**config.mk**
```make
export PLATFORM = sky130hd
export DESIGN_NAME = gpss_cfg_regs
export DESIGN_NICKNAME = d
export VERILOG_FILES = /design/src/verilog/gpss_pkg.sv /design/src/verilog/gpss_cfg_regs.sv /design/src/verilog/gpss_pm_state.sv
export VERILOG_INCLUDE_DIRS = /design/src /design/src/verilog
export SDC_FILE = /design/constraint.sdc
export NUM_CORES = 1
export LEC_CHECK = 0
export BUFFER_PORTS_ARGS = -buffer_cell sky130_fd_sc_hd__buf_4
export CORE_UTILIZATION = 45
export CTS_BUF_LIST = sky130_fd_sc_hd__clkbuf_16
export DETAILED_ROUTE_END_ITERATION = 10
export PLACE_DENSITY = 0.79
export SKIP_LAST_GASP = 1
export SYNTH_ARGS = -nofsm -noshare
export SYNTH_HDL_FRONTEND = slang
export SYNTH_HIERARCHICAL = 1
export SYNTH_SLANG_ARGS = --single-unit
```
**constraint.sdc**
```tcl
create_clock -name clock -period 1 [get_ports clock]
set_input_delay 0.1 -clock clock [delete_from_list [all_inputs] [get_ports clock]]
set_output_delay 0.1 -clock clock [all_outputs]
set_load 0.01 [all_outputs]
```
**src/verilog/gpss_regs.svh**
```systemverilog
/*
  Constants for the graphics power-state and software SMI register pair.
  Assumes inclusion by bare name from the package and design modules.
*/
// Function
// - Wake-event status bit 15 of power control/status always reads zero.
// - Wake-event enable bit 8 always reads zero and cannot be set.
// - Power state field 1:0 reads current state; 00 is D0 reset, 11 is D3.
// - Writes of 01 or 10 complete normally but leave the state unchanged.
// - Leaving D3 for D0 may return the graphics controller to initial values.
// - Writing 1 to SMI event bit 0 requests a system management interrupt.
// - SMI register flag bits 7:1 and scratch bits 15:8 are read/write, reset zero.
// - The software SMI register sits at configuration offset E0h-E1h.
`ifndef GPSS_REGS_SVH
`define GPSS_REGS_SVH

// ****************************************************************
// Offsets
// ****************************************************************
`define GPSS_PWR_CS_OFF    8'hD4
`define GPSS_SMI_OFF       8'hE0

// ****************************************************************
// Fields and reset values
// ****************************************************************
`define GPSS_WAKE_STS_BIT  15
`define GPSS_WAKE_EN_BIT   8
`define GPSS_PS_D0         2'h0
`define GPSS_PS_D1         2'h1
`define GPSS_PS_D2         2'h2
`define GPSS_PS_D3         2'h3
`define GPSS_SMI_EVT_BIT   0
`define GPSS_SMI_RESET     16'h0000
`define GPSS_RDATA_RESET   32'h0000_0000
`define GPSS_RSVD_ZERO     6'h00

`endif
```
**src/verilog/gpss_pkg.sv**
```systemverilog
/*
  Types for the graphics power-state register; the SMI register has none here.
  Assumes gpss_regs.svh is on the include path.
*/
`default_nettype none
`include "gpss_regs.svh"

package gpss_pkg;
  typedef enum logic [1:0] {
    GPSS_D0 = `GPSS_PS_D0,
    GPSS_D1 = `GPSS_PS_D1,
    GPSS_D2 = `GPSS_PS_D2,
    GPSS_D3 = `GPSS_PS_D3
  } gpss_pstate_e;
endpackage
`default_nettype wire

```
**src/verilog/gpss_cfg_regs.sv**
```systemverilog
/*
  Config-space register pair of the integrated graphics function: power
  control/status and software SMI request, with read mux and SMI output.
  Assumes a config cycle port on the same clock: one-cycle request, one-cycle ack.
*/
`timescale 1ns/10ps
`default_nettype none
`include "gpss_regs.svh"

module gpss_cfg_regs #(
  parameter int unsigned REINIT_ON_D0 = 1
) (
  // Clock and reset
  input  wire logic        clock,
  input  wire logic        rst_n,
  // Config cycle request
  input  wire logic        cfg_req,
  input  wire logic        cfg_write,
  input  wire logic [7:0]  cfg_addr,
  input  wire logic [3:0]  cfg_be,
  input  wire logic [31:0] cfg_wdata,
  // Config cycle answer
  output logic             cfg_ack_r,
  output logic [31:0]      cfg_rdata_r,
  // Block outputs
  output logic             smi_req_r,
  output logic [1:0]       power_state_r,
  output logic             gfx_reinit_r
);

  localparam logic [7:0]  PWR_CS_OFF = `GPSS_PWR_CS_OFF;
  localparam logic [7:0]  SMI_OFF    = `GPSS_SMI_OFF;
  localparam logic [15:0] SMI_RESET  = `GPSS_SMI_RESET;
  localparam logic [31:0] RDATA_ZERO = `GPSS_RDATA_RESET;

  // ****************************************************************
  // Decode
  // ****************************************************************
  logic hit_pwr;
  logic hit_smi;
  logic wr_pwr;
  logic wr_smi_lo;
  logic wr_smi_hi;

  assign hit_pwr   = cfg_addr[7:2] == PWR_CS_OFF[7:2];
  assign hit_smi   = cfg_addr[7:2] == SMI_OFF[7:2];
  assign wr_pwr    = cfg_req && cfg_write && hit_pwr && cfg_be[0];
  assign wr_smi_lo = cfg_req && cfg_write && hit_smi && cfg_be[0];
  assign wr_smi_hi = cfg_req && cfg_write && hit_smi && cfg_be[1];

  // ****************************************************************
  // Power control/status
  // ****************************************************************
  gpss_pkg::gpss_pstate_e pstate;
  logic                   reinit;

  gpss_pm_state #(
    .REINIT_ON_D0 (REINIT_ON_D0)
  ) u_pm_state (
    .clock    (clock),
    .rst_n    (rst_n),
    .wr_en    (wr_pwr),
    .wr_code  (cfg_wdata[1:0]),
    .state_r  (pstate),
    .reinit_r (reinit)
  );

  // Upper byte writes land nowhere: wake bits and reserved bits are fixed
  logic [15:0] pwr_view;
  assign pwr_view = {1'b0, `GPSS_RSVD_ZERO, 1'b0, `GPSS_RSVD_ZERO, pstate};

  // Registered copies so every output comes from a flop
  always_ff @(posedge clock or negedge rst_n) begin
    if (!rst_n) begin
      power_state_r <= `GPSS_PS_D0;
      gfx_reinit_r  <= 1'b0;
    end else begin
      power_state_r <= pstate;
      gfx_reinit_r  <= reinit;
    end
  end

  // ****************************************************************
  // Software SMI request
  // ****************************************************************
  // Flag byte and scratch byte live in separate flops so that each
  // byte lane has exactly one writing process
  logic [7:0]  smi_lo_r;
  logic [7:0]  smi_hi_r;
  logic [15:0] smi_view;

  assign smi_view = {smi_hi_r, smi_lo_r};

  always_ff @(posedge clock or negedge rst_n) begin
    if (!rst_n) begin
      smi_lo_r <= SMI_RESET[7:0];
    end else if (wr_smi_lo) begin
      // Event bit has no hardware setter, so only software moves it
      smi_lo_r <= cfg_wdata[7:0];
    end
  end

  always_ff @(posedge clock or negedge rst_n) begin
    if (!rst_n) begin
      smi_hi_r <= SMI_RESET[15:8];
    end else if (wr_smi_hi) begin
      smi_hi_r <= cfg_wdata[15:8];
    end
  end

  // Request follows the stored bit one cycle later
  always_ff @(posedge clock or negedge rst_n) begin
    if (!rst_n) begin
      smi_req_r <= 1'b0;
    end else begin
      smi_req_r <= smi_lo_r[`GPSS_SMI_EVT_BIT];
    end
  end

  // ****************************************************************
  // Answer
  // ****************************************************************
  // Unmapped offsets read zero and writes to them complete silently
  always_ff @(posedge clock or negedge rst_n) begin
    if (!rst_n) begin
      cfg_ack_r   <= 1'b0;
      cfg_rdata_r <= `GPSS_RDATA_RESET;
    end else begin
      cfg_ack_r <= cfg_req;
      if (cfg_req && !cfg_write) begin
        if (hit_pwr) begin
          cfg_rdata_r <= {16'h0000, pwr_view};
        end else if (hit_smi) begin
          cfg_rdata_r <= {16'h0000, smi_view};
        end else begin
          cfg_rdata_r <= `GPSS_RDATA_RESET;
        end
      end
    end
  end
endmodule
`default_nettype wire

```
**src/verilog/gpss_pm_state.sv**
```systemverilog
/*
  Power state holder: accepts D0/D3 writes, drops D1/D2, and flags a D3 to D0 exit.
  Assumes write strobes come from logic on the same clock.
*/
`timescale 1ns/10ps
`default_nettype none
`include "gpss_regs.svh"

module gpss_pm_state #(
  parameter int unsigned REINIT_ON_D0 = 1
) (
  // Clock and reset
  input  wire logic              clock,
  input  wire logic              rst_n,
  // Write from config decode
  input  wire logic              wr_en,
  input  wire logic [1:0]        wr_code,
  // State and reinit
  output gpss_pkg::gpss_pstate_e state_r,
  output logic                   reinit_r
);

  generate
    if (REINIT_ON_D0 > 1) begin : g_bad
      $error("REINIT_ON_D0 must be 0 or 1");
    end
  endgenerate

  logic supported;
  assign supported = (wr_code == `GPSS_PS_D0) || (wr_code == `GPSS_PS_D3);

  always_ff @(posedge clock or negedge rst_n) begin
    if (!rst_n) begin
      state_r <= gpss_pkg::GPSS_D0;
    end else if (wr_en && supported) begin
      state_r <= gpss_pkg::gpss_pstate_e'(wr_code);
    end
  end

  // One-cycle pulse so the controller can be returned to initial values
  always_ff @(posedge clock or negedge rst_n) begin
    if (!rst_n) begin
      reinit_r <= 1'b0;
    end else begin
      reinit_r <= (REINIT_ON_D0 != 0) && wr_en && (state_r == gpss_pkg::GPSS_D3) &&
                  (wr_code == `GPSS_PS_D0);
    end
  end
endmodule
`default_nettype wire

```
Yosys cells after proc, flatten, opt, wreduce, memory -nomap -nowiden. Cells that the tools add are included.

Register bits: 56. Output and inout bits: 37.

Equal/unequal tests: 4. Multiplexer cells: 2. Reductions and logical operators: 13.

Operator list (count): $mux W32 (1); $mux W16 (1); $eq A6 B6 Y1 const B (2); $logic_and A1 B1 Y1 (10); $eq A2 B2 Y1 const B (2); $logic_not A2 Y1 (1); $logic_not A1 Y1 (1); $logic_or A1 B1 Y1 (1).

Longest topological paths before layout. Gate-level depths: netlist of run 1.

Depth after elaboration: 5. Mapped depth: 5. Gate-level depth less buffers: 4.

Hierarchy. Netlist of run 1, hierarchy kept.

By module, submodules not included: gpss_cfg_regs (instances 1, cells an instance 133, area an instance 1564.0 um2); gpss_pm_state (instances 1, cells an instance 10, area an instance 148.9 um2).

Least setup slack after synthesis of run 1. Ideal clock, no wire load.

Kind: in2reg. Start: in cfg_addr[2]. End: reg smi_hi_r[0]. Arrival: 1.196 ns. Setup slack: -0.321 ns. Stages: 3. Path through: or3b_4 nor3_4 mux2_2.

Longest elaborated chain between the ends: 3.

Ends and longest elaborated chain: start: declaration (line gpss_cfg_regs.sv:19) `input wire logic [7:0] cfg_addr,`; $eq A6 B6 Y1 (line gpss_cfg_regs.sv:46) `assign hit_smi = cfg_addr[7:2] == SMI_OFF[7:2];`; $logic_and A1 B1 Y1 (2 in series) (line gpss_cfg_regs.sv:49) `assign wr_smi_hi = cfg_req && cfg_write && hit_smi && cfg_be[1];`; end signal: assignment (line gpss_cfg_regs.sv:105) `smi_hi_r <= SMI_RESET[15:8];`; end signal: assignment (line gpss_cfg_regs.sv:107) `smi_hi_r <= cfg_wdata[15:8];`; end: declaration (line gpss_cfg_regs.sv:89) `logic [7:0] smi_hi_r;`.

Every way passes these cells. A chain may end at the register's enable or synchronous reset.

Worst setup path after layout of run 1.
Start: in cfg_addr[2]. End: reg smi_lo_r[3].

Longest elaborated chain between the ends: 3.

Ends and longest elaborated chain: $eq A6 B6 Y1 (line gpss_cfg_regs.sv:46); $logic_and A1 B1 Y1 (2 in series) (line gpss_cfg_regs.sv:48) `assign wr_smi_lo = cfg_req && cfg_write && hit_smi && cfg_be[0];`; end signal: assignment (line gpss_cfg_regs.sv:96) `smi_lo_r <= SMI_RESET[7:0];`; end signal: assignment (line gpss_cfg_regs.sv:99) `smi_lo_r <= cfg_wdata[7:0];`; end: declaration (line gpss_cfg_regs.sv:88) `logic [7:0] smi_lo_r;`.

Every way passes these cells.

==> results of run 1 <==
## worst paths after layout
kind	from	end	slack, ns	cells after the start
setup / recovery	cfg_addr[2]	smi_lo_r[3]	-0.09	5
hold reg to reg	u_pm_state/reinit_r	gfx_reinit_r	0.35	0
hold / removal	cfg_wdata[13]	smi_hi_r[5]	0.05	2
min in group asynchronous	rst_n	power_state_r[0]	0.35	2
max in group asynchronous	rst_n	smi_hi_r[1]	0.32	2
setup reg to reg	u_pm_state/state_r[0]	cfg_rdata_r[0]	0.03	2
## synth_stat cells
master	instances	area [um^2]
dfrtp_1	40	1001
nor2b_1	1	6.260
buf_4	16	120.1
nor3b_1	2	15.01
nand3b_1	1	7.510
mux2_4	2	30.03
o21ai_0	14	70.07
mux2_2	16	180.2
nand2_1	28	105.1
nand3_1	2	10.01
nand2b_4	1	13.76
conb_1	1	3.750
and3b_2	1	10.01
clkbuf_1	4	15.01
and4_2	1	10.01
or3b_4	1	11.26
nor3_4	2	32.53
nor2_1	1	3.750
inv_1	2	7.510
ha_1	1	12.51
nand2b_1	2	12.51
a22o_1	4	35.03
## stage by stage
stage	cells	area (um^2)	setup TNS, ns
6_report	258	2385	-1.196
5_1_grt	258	2385	-1.719
4_1_cts	258	2367	-1.153
3_5_place_dp	250	2205	-9.963
3_3_place_gp	250	2205	-9.505
2_1_floorplan	158	1774	-5.311
## power by group through the flow
stage | clock network (mW) | registers (mW) | logic (mW)
floorplan | 0 | 1.71 | 0.154
global placement | 0 | 1.71 | 0.283
detailed placement | 0 | 1.71 | 0.289
CTS | 1.51 | 1.69 | 0.298
global route | 1.59 | 1.69 | 0.331
finish | 1.47 | 1.69 | 0.301
## kinds of logic (layout without fill, tap and decap cells)
| group | count (synthesis) | in the layout |
|---|---|---|
| muxes | 18 | 18 |
| and+or+nand+nor | 43 | 43 |
| DFF | 40 | 40 |
| AOI/OAI and AO/OA | 18 | 18 |
| other | 1 | 16 |
| buffers and inverters | 22 | 74 |
| adders and majority gates | 1 | 1 |
## registers in the layout, summed over array words and instances, names as in the netlist
signal	flops
cfg_ack_r	1
u_pm_state/state_r	2
cfg_rdata_r	16
smi_hi_r	8
power_state_r	2
gfx_reinit_r	1
u_pm_state/reinit_r	1
smi_req_r	1
smi_lo_r	8
## final cells by class
class,count,area share (%)
multi-input cells,96,27.18
well taps,48,2.518
repair buffers,65,22.25
clock inverters,2,0.5247
clock buffers,5,5.247
flip-flops and latches,40,41.97
inverters,2,0.3148
## metal layers
layer / vias to the layer above / GRT usage, % / share of wire [%]
met5: - / 0 / 0
met3: 7 / 5.435 / 5.1
li1: 584 / - / -
met4: 0 / 9.375 / 1.8
met2: 44 / 27.93 / 47
met1: 576 / 24.85 / 46
## repair_timing
item	4_1_cts	5_1_grt
hold endpoints to repair	40	0
pin swaps	0	1
hold buffers	1	0
setup endpoints to repair	16	19
gates resized for setup	4	5
==> flow_summary.toml, run 1 <==
[drt]
vias = 1211
drc = 0
final_antenna_net_count = 0
dr.pass1.iters = 4
drtIter0Drc = 37
vias_per_cell = 4.694
drt-total-wl_um = 3268
routedWlPerCell_um = 12.67

[clock_tree]
htree_num_levels = 2
cts_buffers = 5
cts.root.buffer_cell = "clkbuf_16"
cts_sinks = 40
cts_setup_buffers = 0
clock_latency_ns = 0.28
cts_tree = "done"
clkTransAtPathRegs_ns = 0.05
clock_path_buffers = 2

[timing]
max_freq_mhz = 919.9
timing.final.crit_share_pct = 108.7
period_needed_ns = 1.087
rsz0062_at_grt = "yes"
finalHoldViolations = 0
fin_ws_ns = -0.08713
slew_viol_final = 0
hold_ws_ns = 0.05137
finalClockSkew_ns = 0.001733
setup_viol = 16

[global_routing]
grt_max_degree = 41
grt_first_pass_wirelength_um = 5609
antenna_found_initial = 0
grt_pass1_vias = 1209
gr-usage-all-layers_pct = 18.76
grt_overflow = 0

[critical_path]
endpoint_kind = "flip-flop"
crit_chain = "buf_6 > or3b_4 > nor3_4 > buf_12 > mux2_2"
startpoint_type = "input port"
slowest_stage = "or3b_4"
worstSetupPathType = "input port to flip-flop"
cp_top_family = "simple AND/OR/NAND/NOR gates"
required_ns = 1.16
crit_buf_inv = 2
crit_arrival_ns = 1.25
path_max_fanout = 8
critPathMaxStageDelay_ns = 0.42

[placement]
gp_congestion = 0.7776
dp_slack_ns = -0.3994
dp_hpwl_um = 2397
portBuffers = 48

[die]
ios = 85
die_h_um = 63.70
core_um2 = 3661
placementRows = 22
chipWidth_um = 63.70
die-area_um2 = 4057
initial_core_util_pct = 46.79

[pwr]
power_mw = 3.461
combPwrFrac_pct = 8.7
p_sw_mw = 0.7366
p_clk_share_pct = 42.6
p_seq_share_pct = 48.7
max-vdd-ir-drop_mv = 1.324
p_leak_nw = 1.241
p_int_mw = 2.724
netSwitchingFraction_pct = 21.28
powerDensity_nw_per_um2 = 1451

[layout]
mostFrequentLayoutCell = "buf_4"
nets = 259
drive_gt1_share_pct = 45.71
num_antenna_cells = 0
area_growth_pct = 39.23
seqCellArea_um2 = 1001
fin_util_pct = 65.14
layout_common_cells = "buf_4, dfrtp_1, nand2_1, conb_1"
fill_cells = 268
multiInputGateArea_um2 = 648.1

[synthesis]
synth_mux_area_share_pct = 12.27
synth_xor_area_share_pct = 0
yosys_register_bits = 40
syn-cell-area_um2 = 1713
yosysSeqAreaShare_pct = 58.44
syn_inst = 143
synth_cell_type_count = 22
syn_area_per_cell_um2 = 11.98
ys.warnings.count = 6
synth_top_family_by_area = "simple AND/OR/NAND/NOR gates"
synth_fa_ha_area_share_pct = 0.7305
synth-simple-area-share_pct = 13.88
synth_compound_area_share_pct = 6.136

[outcome]
status = "complete, but fails checks"
violations = "negative setup slack"

[hold_path]
hp-class = "input port to flip-flop"

[job]
maxCapViolCount = 0
Note: power is estimated with default switching activity, not from simulation.
==> inputs of run 2 (changes only) <==
- CTS_CLUSTER_DIAMETER: default -> 100
- clock period: 1 -> 1.1 ns (I/O delays scaled with it)
==> run 2 against run 1 <==
Against the previous run: the flow still finishes with violations (negative setup slack); register-to-register slack better by 0.12 ns; total power down 10%; clock-buffer cell count unchanged; first-iteration DRC count is the same; via count shrank 2.6%; largest power group unchanged.
==> flow_summary.toml, run 2 (synthesis results as in run 1) <==
[clock_tree]
clock_latency_ns = 0.27
cts_tree = "done"
cts_buffers = 5
cts_sinks = 40
cts_setup_buffers = 0
clkTransAtPathRegs_ns = 0.05
htree_num_levels = 2
cts.root.buffer_cell = "clkbuf_16"
clock_path_buffers = 2

[layout]
regMostFlops = "cfg_rdata_r"
fill_cells = 287
largest_registers = "cfg_rdata_r (16), smi_hi_r (8), smi_lo_r (8)"
layout_common_cells = "buf_4, dfrtp_1, nand2_1, conb_1, o21ai_0"
num_antenna_cells = 0
area_growth_pct = 38.64
largest_register_ffs = 16
nets = 257
drive_gt1_share_pct = 44.71
mostFrequentLayoutCell = "buf_4"

[global_routing]
antenna_found_initial = 0
grt_overflow = 0
grtUsageMet3_pct = 6.884
grt_first_pass_wirelength_um = 5685
grt.busiest_layer = "met2"
grt_pass1_vias = 1226
grt_max_degree = 41
met2_usage_pct = 28.06
met1_usage_pct = 24.94
gr-usage-all-layers_pct = 18.69

[pwr]
p_clk_share_pct = 41.9
netSwitchingFraction_pct = 20.66
power_mw = 3.111
powerDensity_nw_per_um2 = 1310
p_sw_mw = 0.6429
combPwrFrac_pct = 8.8
p_int_mw = 2.468
p_seq_share_pct = 49.3
p_leak_nw = 1.227
max-vdd-ir-drop_mv = 1.048

[critical_path]
worstSetupPathType = "input port to flip-flop"
endpoint_kind = "flip-flop"
startpoint_type = "input port"
path_max_fanout = 8
required_ns = 1.26
crit_arrival_ns = 1.27

[drt]
drtIter0Drc = 37
dr.pass1.iters = 4
vias = 1180
routedWlPerCell_um = 13.11
drt-total-wl_um = 3355
vias_per_cell = 4.609
drc = 0
final_antenna_net_count = 0

[timing]
max_freq_mhz = 900.9
finalHoldViolations = 0
finalClockSkew_ns = 0.003131
tns_ns = -0.01384
timing.final.crit_share_pct = 100.9
rsz0062_at_grt = "yes"
period_needed_ns = 1.110
fin_ws_ns = -0.01002
setup_viol = 3
slew_viol_final = 0

[die]
ios = 85
die_h_um = 63.70
die-area_um2 = 4057
core_um2 = 3661
initial_core_util_pct = 46.79
chipWidth_um = 63.70
placementRows = 22

[placement]
dp_hpwl_um = 2396
dp_slack_ns = -0.3083
gp_congestion = 0.7581
portBuffers = 48

[hold_path]
hp-class = "input port to flip-flop"

[outcome]
violations = "negative setup slack"
status = "complete, but fails checks"

[job]
maxCapViolCount = 0
==> run 2: path summary, 6_finish.rpt <==
| path | start | endpoint | slack [ns] | cells past startpoint |
|---|---|---|---|---|
| setup / recovery | cfg_addr[2] | smi_hi_r[3] | -0.01 | 5 |
| hold / removal | cfg_wdata[3] | smi_lo_r[3] | 0.07 | 2 |
| setup reg to reg | u_pm_state/state_r[0] | cfg_rdata_r[0] | 0.15 | 2 |
| hold reg to reg | u_pm_state/reinit_r | gfx_reinit_r | 0.35 | 0 |
| max in group asynchronous | rst_n | cfg_rdata_r[3] | 0.37 | 2 |
| min in group asynchronous | rst_n | smi_req_r | 0.40 | 2 |
==> run 2: critical path: stages <==
cell and delay [ns]:
buf_6 0.09, or3b_4 0.42, nor3_4 0.16, buf_12 0.16, mux2_2 0.33
==> run 2: through the flow <==
stage	hold slack (ns)	util (%)	std cells	area (um^2)
final	0.06555	64.87	256	2375
after global routing	0.04895	64.87	256	2375
after CTS	0.06437	63.84	256	2337
after detailed placement	0.1065	59.81	248	2190
after global placement	0.1023	59.81	248	2190
after floorplan	-0.1856	-	158	1774
==> run 2: repair_timing <==
| item | CTS | global route |
|---|---|---|
| endpoints found under the setup margin | 16 | 16 |
| hold endpoints to repair | 40 | 0 |
| gates resized for setup | 1 | 10 |
| hold buffers | 1 | 0 |
| pin swaps | 0 | 0 |
==> run 2: routing by layer <==
| metal | part of all wire (%) | wire (um) |
|---|---|---|
| met5 | 0 | 0 |
| met4 | 1.2 | 39 |
| met3 | 4.6 | 155 |
| met2 | 47 | 1584 |
| met1 | 47 | 1577 |
==> run 2: power by group through the flow <==
stage	registers, mW	logic (mW)	clock network (mW)
after global placement	1.56	0.251	0
after global routing	1.54	0.301	1.42
after floorplan	1.55	0.140	0
after CTS	1.53	0.262	1.33
after detailed placement	1.56	0.257	0
final	1.53	0.273	1.30
==> run 2: cell type report <==
class                      instances  area [um^2]  share of cell area, %
tap                               48        60.06                  2.529
inverter                           2        7.507                 0.3161
sequential                        40         1001                  42.15
clock buffer                       5        125.1                  5.269
clock inverter                     2        8.758                 0.3688
multi-input combinational         96        664.4                  27.98
timing repair buffer              63        508.0                  21.39
